## src/scu_pkg.sv

```systemverilog
// Package with register map, field positions and timing constants of the card UART status block.
package scu_pkg;
    // Register indices; the byte address on the bus is four times the index.
    localparam logic [5:0] IDX_ETU_DIVIDER = 6'h02;
    localparam logic [5:0] IDX_UART_CONFIG_TWO = 6'h03;
    localparam logic [5:0] IDX_UART_STATUS = 6'h0E;
    localparam logic [5:0] IDX_TRANSMIT_HOLDING = 6'h10;
    localparam logic [5:0] IDX_RECEIVE_HOLDING = 6'h11;
    localparam logic [5:0] IDX_UART_CONTROL = 6'h12;
    // Status bit positions.
    localparam int ST_TIMEOUT_THREE = 7;
    localparam int ST_TIMEOUT_ONE = 5;
    localparam int ST_EARLY_ANSWER = 4;
    localparam int ST_PARITY_ERROR = 3;
    localparam int ST_OVERRUN = 2;
    localparam int ST_FRAMING_ERROR = 1;
    localparam int ST_BUFFER = 0;
    localparam logic [7:0] ST_IRQ_MASK = 8'hBE;
    // Second configuration register bit positions.
    localparam int C2_WAKE_IRQ_ENABLE = 7;
    localparam int C2_BUFFER_IRQ_DISABLE = 6;
    localparam int C2_SYNC_CARD_MODE = 3;
    localparam int C2_CONVENTION_MANUAL = 2;
    localparam int C2_DOUBLE_RATE_CLOCK = 1;
    localparam int C2_PRESCALER_SELECT = 0;
    // Control register bit positions.
    localparam int CT_TRANSMIT_MODE = 0;
    localparam int CT_PROTOCOL_T1 = 1;
    localparam int CT_LAST_CHAR_MARKER = 2;
    localparam int CT_SESSION_START = 3;
    localparam int CT_CONVENTION_SELECT = 4;
    localparam int CT_PEC_LO = 8;
    localparam int CT_WIDTH = 11;
    // Reset values: everything clears.
    localparam logic [7:0] RESET_BYTE = 8'h00;
    localparam logic [10:0] RESET_CONTROL = 11'h000;
    // Prescaler choices.
    localparam logic [5:0] PRESCALE_LONG = 6'h20;
    localparam logic [5:0] PRESCALE_SHORT = 6'h1F;
    // Character timing points, in quarter ETU after the start edge.
    localparam logic [5:0] QTR_FRAMING = 6'h29;
    localparam logic [5:0] QTR_RECEIVE = 6'h2A;
    localparam logic [5:0] QTR_TRANSMIT = 6'h2E;
    // Early answer windows, in card clock pulses.
    localparam logic [8:0] EA_IGNORE_CLOCKS = 9'h0C8;
    localparam logic [8:0] EA_LIMIT_CLOCKS = 9'h180;
    // Delay from a read or write to the clear it causes.
    localparam int CLEAR_DELAY = 2;
endpackage

```

## src/scu_status_etu.sv

```systemverilog
// Smart-card UART status flags, interrupt request, ETU divider and AHB-Lite register slave.
`timescale 1ns/1ps
// Behaviour
// - Timeout-three flag sets when counter three or its chain reaches terminal count.
// - Timeout-one flag sets when timeout counter one reaches terminal count.
// - Reset low: early answer if first start bit falls between clocks 200 and 384.
// - Reset high: early answer if a start bit comes before clock 384.
// - Both early answer measurements restart on every card reset level change.
// - T=0 parity flag after programmed error or NAK count, at 10.5/11.5 ETU.
// - T=0 drops bad parity characters; T=1 stores them, counter idle.
// - Overrun flag at 10.5 ETU when a character arrives with receive register full.
// - Framing flag if I/O is low at 10.25 ETU; cleared by status read.
// - Status bit 0 is transmit-empty in transmission, receive-full in reception.
// - Transmit-empty sets at 11.5 ETU (T=0) or 10.5 (T=1); cleared by write or direction.
// - Receive-full sets whenever the FIFO becomes full in reception; cleared by read, or by entering reception if the FIFO was not full on entering transmission.
// - Interrupt request low while any error, early answer or timeout flag is set.
// - A status read clears the interrupting flags two clocks after the read.
// - Buffer flag also pulls the interrupt low unless buffer interrupts are disabled.
// - Buffer flag clears two clocks after holding access, or on conditional switch to reception.
// - With the last-character marker, no transmit-empty after the final character.
// - An 8-bit autoreload counter counts the divider down to one, reloading there, forming the ETU.
// - Prescaler is 32 when selected, else 31; ETU is prescaler times divider.
// - Double rate clock halves the ETU unless the card runs from the crystal.
// - Convention is detected on the first character unless manual convention is set.
// - Synchronous mode bypasses the UART, wiring bit 0 of holding registers to I/O.
module scu_status_etu (
    input wire logic clk,
    input wire logic reset_n,
    input wire logic hsel,
    input wire logic [31:0] haddr,
    input wire logic [1:0] htrans,
    input wire logic hwrite,
    input wire logic [2:0] hsize,
    input wire logic [31:0] hwdata,
    input wire logic hready,
    output logic hreadyout,
    output logic hresp,
    output logic [31:0] hrdata,
    input wire logic card_io_in,
    output logic card_io_out,
    output logic card_io_oe,
    input wire logic card_rst_level,
    input wire logic card_clk_from_xtal,
    input wire logic timeout_three_tc,
    input wire logic timeout_one_tc,
    input wire logic rx_parity_bad,
    input wire logic card_nak,
    input wire logic fifo_full,
    input wire logic [7:0] rx_data,
    input wire logic tr_clear_hw,
    output logic rx_store,
    output logic rx_read,
    output logic [7:0] tx_data,
    output logic tx_write,
    output logic etu_tick,
    output logic convention_detect_en,
    output logic convention_select,
    output logic last_char_marker,
    output logic protocol_t1,
    output logic transmit_mode,
    output logic uart_bypass,
    output logic wake_irq_enable,
    output logic uart_irq_n
);
    typedef struct packed {
        logic wr_pend;
        logic [5:0] wr_idx;
        logic [31:0] hrdata;
        logic [7:0] etu_divider;
        logic [7:0] uart_config_two;
        logic [10:0] ctrl;
        logic [7:0] status;
        logic [7:0] snap;
        logic [1:0] snap_pipe;
        logic [1:0] buf_pipe;
        logic [7:0] tx_data;
        logic tx_write;
        logic rx_read;
        logic rx_store;
        logic io_s1;
        logic io_s2;
        logic io_prev;
        logic card_ce;
        logic [5:0] presc_cnt;
        logic [7:0] div_cnt;
        logic etu_tick;
        logic char_active;
        logic [17:0] char_cnt;
        logic [8:0] ea_cnt;
        logic ea_seen;
        logic rst_prev;
        logic [2:0] pe_cnt;
        logic fifo_prev;
        logic fifo_at_tx;
    } scu_state_t;

    scu_state_t st;
    scu_state_t next_st;

    // Cycles of clk from the start edge to a timing point given in quarter ETU.
    function automatic logic [17:0] scu_point(input logic [15:0] etu, input logic [5:0] qtr);
        logic [21:0] prod;
        prod = 22'(etu) * 22'(qtr);
        return prod[19:2];
    endfunction

    logic [5:0] prescale;
    logic double_rate;
    logic [7:0] divider_eff;
    logic [15:0] etu_clks;
    logic [2:0] pec;
    logic io_fall;
    logic t1;
    logic tx_mode;
    logic at_framing;
    logic at_receive;
    logic at_transmit;
    logic addr_ok;
    logic pe_hit;

    // ETU length in clk cycles; the card clock is clk/2 unless double rate applies.
    always_comb begin
        prescale = st.uart_config_two[scu_pkg::C2_PRESCALER_SELECT]
            ? scu_pkg::PRESCALE_LONG : scu_pkg::PRESCALE_SHORT;
        double_rate = st.uart_config_two[scu_pkg::C2_DOUBLE_RATE_CLOCK]
            && !card_clk_from_xtal;
        // A zero divider would give a zero ETU, so it acts as one.
        divider_eff = (st.etu_divider == 8'h00) ? 8'h01 : st.etu_divider;
        etu_clks = (16'(prescale) * 16'(divider_eff)) << !double_rate; // Card clock is clk/2.
        pec = st.ctrl[scu_pkg::CT_PEC_LO +: 3];
        t1 = st.ctrl[scu_pkg::CT_PROTOCOL_T1];
        tx_mode = st.ctrl[scu_pkg::CT_TRANSMIT_MODE];
        io_fall = st.io_prev && !st.io_s2;
        at_framing = st.char_active && st.char_cnt == scu_point(etu_clks, scu_pkg::QTR_FRAMING);
        at_receive = st.char_active && st.char_cnt == scu_point(etu_clks, scu_pkg::QTR_RECEIVE);
        at_transmit = st.char_active && st.char_cnt == scu_point(etu_clks, scu_pkg::QTR_TRANSMIT);
        addr_ok = hsel && hready && htrans[1];
        pe_hit = (st.pe_cnt == pec);
    end

    // All next-state logic of the block.
    always_comb begin
        next_st = st;
        next_st.tx_write = 1'b0;
        next_st.rx_read = 1'b0;
        next_st.rx_store = 1'b0;
        next_st.etu_tick = 1'b0;
        next_st.wr_pend = 1'b0;
        next_st.snap_pipe = {st.snap_pipe[0], 1'b0};
        next_st.buf_pipe = {st.buf_pipe[0], 1'b0};

        // Pin synchroniser; the edge detector looks only at the second stage.
        next_st.io_s1 = card_io_in;
        next_st.io_s2 = st.io_s1;
        next_st.io_prev = st.io_s2;

        // Flags cleared by an earlier status read or holding access; events below may set them again.
        if (st.snap_pipe[1]) begin
            next_st.status = st.status & ~(st.snap & scu_pkg::ST_IRQ_MASK);
        end
        if (st.buf_pipe[1]) begin
            next_st.status[scu_pkg::ST_BUFFER] = 1'b0;
        end

        // Bus data phase of a write: the registers take hwdata at its end.
        if (st.wr_pend) begin
            unique case (st.wr_idx)
                scu_pkg::IDX_ETU_DIVIDER: next_st.etu_divider = hwdata[7:0];
                scu_pkg::IDX_UART_CONFIG_TWO: next_st.uart_config_two = hwdata[7:0];
                scu_pkg::IDX_UART_CONTROL: next_st.ctrl = hwdata[scu_pkg::CT_WIDTH-1:0];
                scu_pkg::IDX_TRANSMIT_HOLDING: begin
                    next_st.tx_data = hwdata[7:0];
                    next_st.tx_write = 1'b1;
                    next_st.buf_pipe[0] = 1'b1;
                end
                default: begin
                end
            endcase
        end
        // Hardware end of transmission clears the direction bit.
        if (tr_clear_hw) begin
            next_st.ctrl[scu_pkg::CT_TRANSMIT_MODE] = 1'b0;
        end

        // Address phase: read data is fetched now so that it stands in the data phase.
        if (addr_ok) begin
            next_st.wr_pend = hwrite;
            next_st.wr_idx = haddr[7:2];
            next_st.hrdata = 32'h0000_0000;
            if (!hwrite) begin
                unique case (haddr[7:2])
                    scu_pkg::IDX_ETU_DIVIDER: next_st.hrdata[7:0] = st.etu_divider;
                    scu_pkg::IDX_UART_CONFIG_TWO: next_st.hrdata[7:0] = st.uart_config_two;
                    scu_pkg::IDX_UART_CONTROL:
                        next_st.hrdata[scu_pkg::CT_WIDTH-1:0] = st.ctrl;
                    scu_pkg::IDX_UART_STATUS: begin
                        next_st.hrdata[7:0] = st.status;
                        next_st.snap = st.status;
                        next_st.snap_pipe[0] = 1'b1;
                    end
                    scu_pkg::IDX_RECEIVE_HOLDING: begin
                        next_st.hrdata[7:0] = st.uart_config_two[scu_pkg::C2_SYNC_CARD_MODE]
                            ? {7'h00, st.io_s2} : rx_data;
                        next_st.rx_read = 1'b1;
                        next_st.buf_pipe[0] = 1'b1;
                    end
                    default: begin
                    end
                endcase
            end
        end

        // Card clock enable, prescaler and the autoreload divider.
        next_st.card_ce = double_rate ? 1'b1 : !st.card_ce;
        if (st.card_ce) begin
            if (st.presc_cnt >= prescale - 6'h01) begin
                next_st.presc_cnt = 6'h00;
                if (st.div_cnt <= 8'h01) begin // Reload at one: divider periods per ETU.
                    next_st.div_cnt = st.etu_divider;
                    next_st.etu_tick = st.etu_divider != 8'h00;
                end else begin
                    next_st.div_cnt = st.div_cnt - 8'h01;
                end
            end else begin
                next_st.presc_cnt = st.presc_cnt + 6'h01;
            end
        end

        // Character timer, started by a start edge on the card line.
        if (st.uart_config_two[scu_pkg::C2_SYNC_CARD_MODE]) begin
            next_st.char_active = 1'b0;
        end else if (st.char_active) begin
            next_st.char_cnt = st.char_cnt + 18'h00001;
            if (at_transmit) begin
                next_st.char_active = 1'b0;
            end
        end else if (io_fall) begin
            next_st.char_active = 1'b1;
            next_st.char_cnt = 18'h00001;
        end

        // Framing check at 10.25 ETU.
        if (at_framing && !st.io_s2) begin
            next_st.status[scu_pkg::ST_FRAMING_ERROR] = 1'b1;
        end

        // Reception point at 10.5 ETU.
        if (at_receive && !tx_mode) begin
            if (rx_parity_bad && !t1) begin
                // T=0: the character is dropped and counted.
                if (pe_hit) begin
                    next_st.status[scu_pkg::ST_PARITY_ERROR] = 1'b1;
                    next_st.pe_cnt = 3'h0;
                end else begin
                    next_st.pe_cnt = st.pe_cnt + 3'h1;
                end
            end else begin
                if (rx_parity_bad) begin
                    next_st.status[scu_pkg::ST_PARITY_ERROR] = 1'b1;
                end
                if (!t1) begin
                    next_st.pe_cnt = 3'h0;
                end
                if (fifo_full) begin
                    next_st.status[scu_pkg::ST_OVERRUN] = 1'b1;
                end else begin
                    next_st.rx_store = 1'b1;
                end
            end
        end

        // Transmission points: 10.5 ETU in T=1, 11.5 ETU in T=0.
        if (tx_mode && ((t1 && at_receive) || (!t1 && at_transmit))) begin
            if (!t1 && card_nak) begin
                if (pe_hit) begin
                    next_st.status[scu_pkg::ST_PARITY_ERROR] = 1'b1;
                    next_st.pe_cnt = 3'h0;
                end else begin
                    next_st.pe_cnt = st.pe_cnt + 3'h1;
                end
            end else if (!st.ctrl[scu_pkg::CT_LAST_CHAR_MARKER]) begin
                next_st.status[scu_pkg::ST_BUFFER] = 1'b1;
            end
        end

        // Receive-full: the FIFO filling in reception sets the shared bit.
        next_st.fifo_prev = fifo_full;
        if (!tx_mode && fifo_full && !st.fifo_prev) begin
            next_st.status[scu_pkg::ST_BUFFER] = 1'b1;
        end

        // Direction changes; leaving transmission clears transmit-empty unless the FIFO was full on entering transmission.
        if (next_st.ctrl[scu_pkg::CT_TRANSMIT_MODE] && !tx_mode) begin
            next_st.fifo_at_tx = fifo_full;
        end
        if (!next_st.ctrl[scu_pkg::CT_TRANSMIT_MODE] && tx_mode && !st.fifo_at_tx) begin
            next_st.status[scu_pkg::ST_BUFFER] = 1'b0;
        end

        // Early answer measurement in card clocks, restarted on each reset toggle.
        next_st.rst_prev = card_rst_level;
        if (card_rst_level != st.rst_prev) begin
            next_st.ea_cnt = 9'h000;
            next_st.ea_seen = 1'b0;
        end else begin
            if (st.card_ce && st.ea_cnt < scu_pkg::EA_LIMIT_CLOCKS) begin
                next_st.ea_cnt = st.ea_cnt + 9'h001;
            end
            if (io_fall && !st.ea_seen && st.ea_cnt < scu_pkg::EA_LIMIT_CLOCKS) begin
                if (card_rst_level) begin
                    next_st.ea_seen = 1'b1;
                    next_st.status[scu_pkg::ST_EARLY_ANSWER] = 1'b1;
                end else if (st.ea_cnt >= scu_pkg::EA_IGNORE_CLOCKS) begin
                    next_st.ea_seen = 1'b1;
                    next_st.status[scu_pkg::ST_EARLY_ANSWER] = 1'b1;
                end
            end
        end

        // Timeout counters live elsewhere; their terminal counts set sticky flags.
        if (timeout_three_tc) begin
            next_st.status[scu_pkg::ST_TIMEOUT_THREE] = 1'b1;
        end
        if (timeout_one_tc) begin
            next_st.status[scu_pkg::ST_TIMEOUT_ONE] = 1'b1;
        end
    end

    // One register stage holds the whole state.
    always_ff @(posedge clk or negedge reset_n) begin
        if (!reset_n) begin
            st <= '0;
            st.io_s1 <= 1'b1;
            st.io_s2 <= 1'b1;
            st.io_prev <= 1'b1;
        end else begin
            st <= next_st;
        end
    end

    // The slave never waits and never errors.
    assign hreadyout = 1'b1;
    assign hresp = 1'b0;
    assign hrdata = st.hrdata;

    // Interrupt request; buffer flag participates unless masked.
    assign uart_irq_n = !(|(st.status & scu_pkg::ST_IRQ_MASK)
        || (st.status[scu_pkg::ST_BUFFER]
        && !st.uart_config_two[scu_pkg::C2_BUFFER_IRQ_DISABLE]));

    // Synchronous cards: bit 0 of the holding register drives the line open-drain.
    assign uart_bypass = st.uart_config_two[scu_pkg::C2_SYNC_CARD_MODE];
    assign card_io_out = 1'b0;
    assign card_io_oe = uart_bypass && !st.tx_data[0];

    // Convention detection runs during a session unless software sets it.
    assign convention_detect_en = !st.uart_config_two[scu_pkg::C2_CONVENTION_MANUAL]
        && st.ctrl[scu_pkg::CT_SESSION_START];
    assign convention_select = st.ctrl[scu_pkg::CT_CONVENTION_SELECT];
    assign last_char_marker = st.ctrl[scu_pkg::CT_LAST_CHAR_MARKER];
    assign protocol_t1 = st.ctrl[scu_pkg::CT_PROTOCOL_T1];
    assign transmit_mode = st.ctrl[scu_pkg::CT_TRANSMIT_MODE];
    assign wake_irq_enable = st.uart_config_two[scu_pkg::C2_WAKE_IRQ_ENABLE];
    assign rx_store = st.rx_store;
    assign rx_read = st.rx_read;
    assign tx_data = st.tx_data;
    assign tx_write = st.tx_write;
    assign etu_tick = st.etu_tick;
endmodule

```

## config.mk

```make
export PLATFORM = sky130hd
export DESIGN_NAME = scu_status_etu
export DESIGN_NICKNAME = d
export VERILOG_FILES = /design/src/scu_pkg.sv /design/src/scu_status_etu.sv
export SDC_FILE = /design/constraint.sdc
export NUM_CORES = 1
export LEC_CHECK = 0
export ABC_AREA = 1
export BUFFER_PORTS_ARGS = -buffer_cell sky130_fd_sc_hd__buf_2
export CELL_PAD_IN_SITES_DETAIL_PLACEMENT = 1
export CELL_PAD_IN_SITES_GLOBAL_PLACEMENT = 1
export CORE_UTILIZATION = 31
export CTS_CLUSTER_DIAMETER = 30
export DETAILED_ROUTE_END_ITERATION = 8
export PLACE_DENSITY = 0.64
export SKIP_CTS_REPAIR_TIMING = 1
export SLEW_MARGIN = 20
export SYNTH_ARGS = -nofsm -noshare
export SYNTH_HDL_FRONTEND = slang
export SYNTH_SLANG_ARGS = --single-unit
export TNS_END_PERCENT = 50
```

## constraint.sdc

```tcl
create_clock -name clk -period 9.3 [get_ports clk]
set_clock_uncertainty 0.2 [all_clocks]
set_input_delay 0.465 -clock clk [delete_from_list [all_inputs] [get_ports clk]]
set_output_delay 0.465 -clock clk [all_outputs]
set_load 0.01 [all_outputs]
```

# --- Yosys cells after proc, flatten, opt, wreduce, memory -nomap -nowiden ---
# Index checks and enable logic that the tools add are counted.
word_totals:
  out_inout_bits: 56
  regBits: 130
  n_memories: 0
  word_cells: 194
  ram_bits: 0
  input_bits: 91
  latchBits: 0
  mem_bits_ro: 0
classes:
  bitwise_logic: 4
  n_mux: 68
  n_shift: 1
  addsub: 6
  n_eq_ne: 14
  n_lt_le_gt_ge: 4
  div_mod_pow: 0
  reduce_logical: 59
  multipliers: 4
op_table:
  columns: ["cell", "n"]
  rows:
  - ["18-bit equality test", 3]
  - ["1-bit two-way mux", 45]
  - ["8-bit case mux with 5 select lines", 1]
  - ["39-bit two-way mux", 1]
  - ["16-bit by 5-bit multiplier with 19-bit output, second input constant", 2]
  - ["19-bit two-way mux", 2]
  - ["8-bit two-way mux", 4]
  - ["10-bit two-way mux", 3]
  - ["1-bit logical AND", 25]
  - ["6-bit by 2-bit equality test with 1-bit output, second input constant", 4]
  - ["6-bit by 5-bit equality test with 1-bit output, second input constant", 4]
  - ["3-bit two-way mux", 7]
  - ["16-bit by 6-bit multiplier with 20-bit output, second input constant", 1]
  - ["18-bit by 1-bit adder with 18-bit output, second input constant", 1]
  - ["14-bit by 1-bit << shifter with 16-bit output", 1]
  - ["1-bit zero test", 14]
  - ["6-bit by 8-bit multiplier with 14-bit output", 1]
  - ["2-bit AND reduction", 7]
  - ["6-bit two-way mux", 2]
  - ["2-bit nonzero test", 6]
  - ["11-bit two-way mux", 1]
  - ["9-bit by 1-bit adder with 9-bit output, second input constant", 1]
  - ["9-bit by 8-bit greater-or-equal comparator with 1-bit output, second input constant", 1]
  - ["9-bit less-than comparator, second input constant", 1]
  - ["20 further kinds", 22]

# --- Logic depth before layout (Yosys ltp) ---
depth:
  ltp_word: 13
  ltp_mapped: 48
  ltp_nobuf: 48

# --- Least setup slack after synthesis ---
# No wires, ideal clock.
synth_path:
  path_type: "register -> register"
  from: "register st[96] in the netlist's numbering"
  to: "register st[4] in the netlist's numbering"
  arrival_ns: 7.273
  setup_ns: 0.116
  path_stages_with_launch: 42
  slack_ns: 1.711
  period_less_slack_ns: 7.589
  n_path_buf: 1
  required_ns: 8.984
  cell_sequence: "dfrtp_1 clkbuf_1 nor2_1 inv_1 fa_1 fa_1 fa_1 inv_1 ha_1 nand2_1 nand2_1 a31oi_1 o21ai_0 a31o_2 xnor2_1 inv_1 nand2_1 o21ai_0 [... 6 more ...] nand2_1 inv_1 nand2_1 nand2_1 a21oi_1 nand2_1 nand2_1 nand2_1 nand2_1 nand2_1 nor2_1 nand3_1 nor2_1 nand3_1 nand2_2 nand3_2 nand2_1 nand2_1"
synth_rtl:
  columns: ["item", "line_no", "source"]
  rows:
  - ["from (decl)", "scu_status_etu.sv:97", "scu_state_t st;"]
  - ["from (signal assigned)", "scu_status_etu.sv:337", "st <= next_st;"]

==> results_dict.tcl <==
set metrics [dict create \
    wl_per_cell_um 16.5 \
    tritoncts "yes" \
    synthFlopType "dfrtp_1" \
    fp.dieArea_sq_mm 0.0421 \
    synth_largest_type_area_fraction 0.242 \
    worst_tran_pin_value_ps 954 \
    die_y_um 205 \
    first_pass_iters 5 \
    drc_errors 0 \
    timing.final.crit_period_ps 8470 \
    syn-cell-area_sq_mm 0.0128 \
    synthToLayoutAreaGrowth_pct 11.5 \
    placement.setup.worst_slack_ps 754 \
    floorplan.core_area_sq_mm 0.0408 \
    worst_hold_path_type "in2reg" \
    fmax_ghz 0.118 \
    start_util 0.314 \
    ys_ff_latch 127 \
    ys_top_cells_by_count "nand2_1 (365), inv_1 (305), ha_1 (127), dfrtp_1 (124), nor2_1 (120)" \
    place.gp.congestion 0.896 \
    report.final.hold_viol_count 0 \
    number_of_enable_flip_flop_cells_after_synthesis 0 \
    synth_warnings 0 \
    cts_sinks 127 \
    unrepaired_setup_endpoints_after_global_routing "false" \
    clkSlewWorstSetupHoldPaths_ps 60 \
    postLayoutSetupSlackWorst_ps 827 \
    critical_path_arrival_ps 8600 \
    synthDominantAreaCellType "dfrtp_1" \
    yosys.cell_count.top_type "nand2_1" \
    cp-start-kind "flop" \
    detail_route.vias_per_cell 4.81 \
    cpMostUsedCell "nand2_1" \
    worst-path-max-fanout 6 \
    cts_inserted_buffers 17 \
    cp.required_ps 9430 \
    ratio_of_cells_with_drive_above_1_in_the_final_layout 0.105 \
    synthTopCellsByArea "dfrtp_1 (24%), ha_1 (12%), nand2_1 (11%)" \
    final.setup.tns_ps 0 \
    cp_slowest_stage_delay_ps 570 \
    routed_wirelength_mm 38.1 \
    htree_levels 4 \
    port_buffers 71 \
    global_route_wire_length_before_repair_mm 61.9 \
    relative_max_transition_margin 0.364 \
    finalMaxSlewViolations 0 \
    grt_max_degree 72 \
    synth_cell_type_count 58 \
    diodes 0 \
    die_w_um 205 \
    design.final.nets 2051 \
    syn-instance-count 1711 \
    timing.final.crit_share 0.911 \
    finalSetupViolations 0 \
    final_core_util 0.350 \
    clock_latency_ps 430 \
    proportion_of_synthesized_chip_area_in_sequential_cells 0.248 \
    kind_of_end_point_of_the_critical_path "flop" \
    run_status "complete, no violations" \
    drt_iter0_drc 382 \
    ant_nets 0 \
    asyncSetResetFlopFracSynth 1.00 \
    placement_rows 74 \
    count_of_vias_placed_by_the_detailed_router 11100 \
    maxCapViolCount 0 \
    grtUsageTotal 0.189 \
    grt.overflow.total 0 \
    design.portCount 147 \
    clk_path_buf_depth 2 \
    worst_path_max_delay_cell "fa_1" \
    first_global_vias 11400 \
    grt_antenna_before_repair 0 \
    criticalPathCategory "reg2reg" \
    syn-mean-instance-area_sq_um 7.48 \
    detailed_place_hpwl_mm 31.4 \
    cts.root.buffer_cell "clkbuf_16" \
    fillerInstances 5077 \
]
-- final timing paths --
kind	cells after the start	slack, ps	endpoint	start
max reg2reg	42	830	st[4]	st[108]
min in group asynchronous	2	380	st[28]	reset_n
min	1	20	st[1]	fifo_full
max	42	830	st[4]	st[108]
min reg2reg	0	150	st[66]	next_st[66]
max in group asynchronous	3	7080	st[73]	reset_n
-- per-stage QoR --
stage	instance area, sq um	hold slack, ps	std cells
final	14300	15.4	2314
after global routing	14300	21.1	2314
after CTS	14200	-177	2311
after detailed placement	13600	136	2279
after global placement	13600	134	2279
after floorplan	12900	-30.6	1734
-- cell type report --
cell class	count	area (sq um)	share of cell area
multi-input combinational	1220	8090	0.567
sequential	127	3180	0.223
clock inverter	15	233	0.0163
tap	532	666	0.0466
timing repair buffer	87	489	0.0343
clock buffer	17	425	0.0298
inverter	316	1190	0.0831
-- state kept, by name (all words and copies together), names as in the netlist, 3 cells and up --
register / count
st: 91
next_st: 4
tx_data: 8
pec: 3
hrdata: 11
-- layout by cell type (no fill, tap or decap), drive strengths merged, types with 3 or more instances in the layout --
master | synthesis | layout
conb | 2 | 25
nand4 | 26 | 26
nor4 | 7 | 7
fa | 64 | 64
dfstp | 3 | 3
a21o | 5 | 5
clkinv | 1 | 6
a31oi | 11 | 11
dfrtp | 124 | 124
xnor2 | 32 | 32
dlygate4sd3 | 0 | 3
clkbuf | 20 | 17
nor3 | 25 | 25
a221oi | 7 | 7
nand3b | 7 | 7
and2 | 4 | 4
bufinv | 0 | 5
o21ai | 120 | 120
or2 | 8 | 8
nand3 | 95 | 95
ha | 127 | 127
a22o | 5 | 5
o21bai | 4 | 4
buf | 51 | 84
a21oi | 69 | 69
nand2 | 381 | 381
nor2 | 131 | 131
xor2 | 44 | 44
inv | 315 | 320
-- cells by family (layout without fill, tap and decap cells) --
| group | after synthesis | count (layout) | synth area share |
|---|---|---|---|
| simple gates | 687 | 687 | 0.238 |
| buf+inv | 387 | 435 | 0.127 |
| compound gates | 237 | 237 | 0.104 |
| fa+ha+maj | 191 | 191 | 0.224 |
| flops | 127 | 127 | 0.248 |
| xor+xnor | 78 | 78 | 0.0561 |
| other cells | 2 | 25 | 0.000586 |
| mux | 2 | 2 | 0.00166 |
-- critical path: cells and delay by family (launching register included) --
family,cells,cell delay (ps)
and+or+nand+nor,15,1640
adders and majority gates,8,3250
buffers and inverters,9,940
DFF,1,380
xor gates and xnor gates,1,220
AOI/OAI and AO/OA,9,1720
-- metal layers --
metal,share of wire,global-route usage,up-vias
met5,0,0,-
met2,0.47,0.309,133
met4,0.011,0.0384,0
li1,-,-,5493
met1,0.50,0.269,5488
met3,0.021,0.0188,18
Power is left out: the tool's default activity adds up to more than one toggle a clock period on the data nets, which glitch-free logic cannot reach.
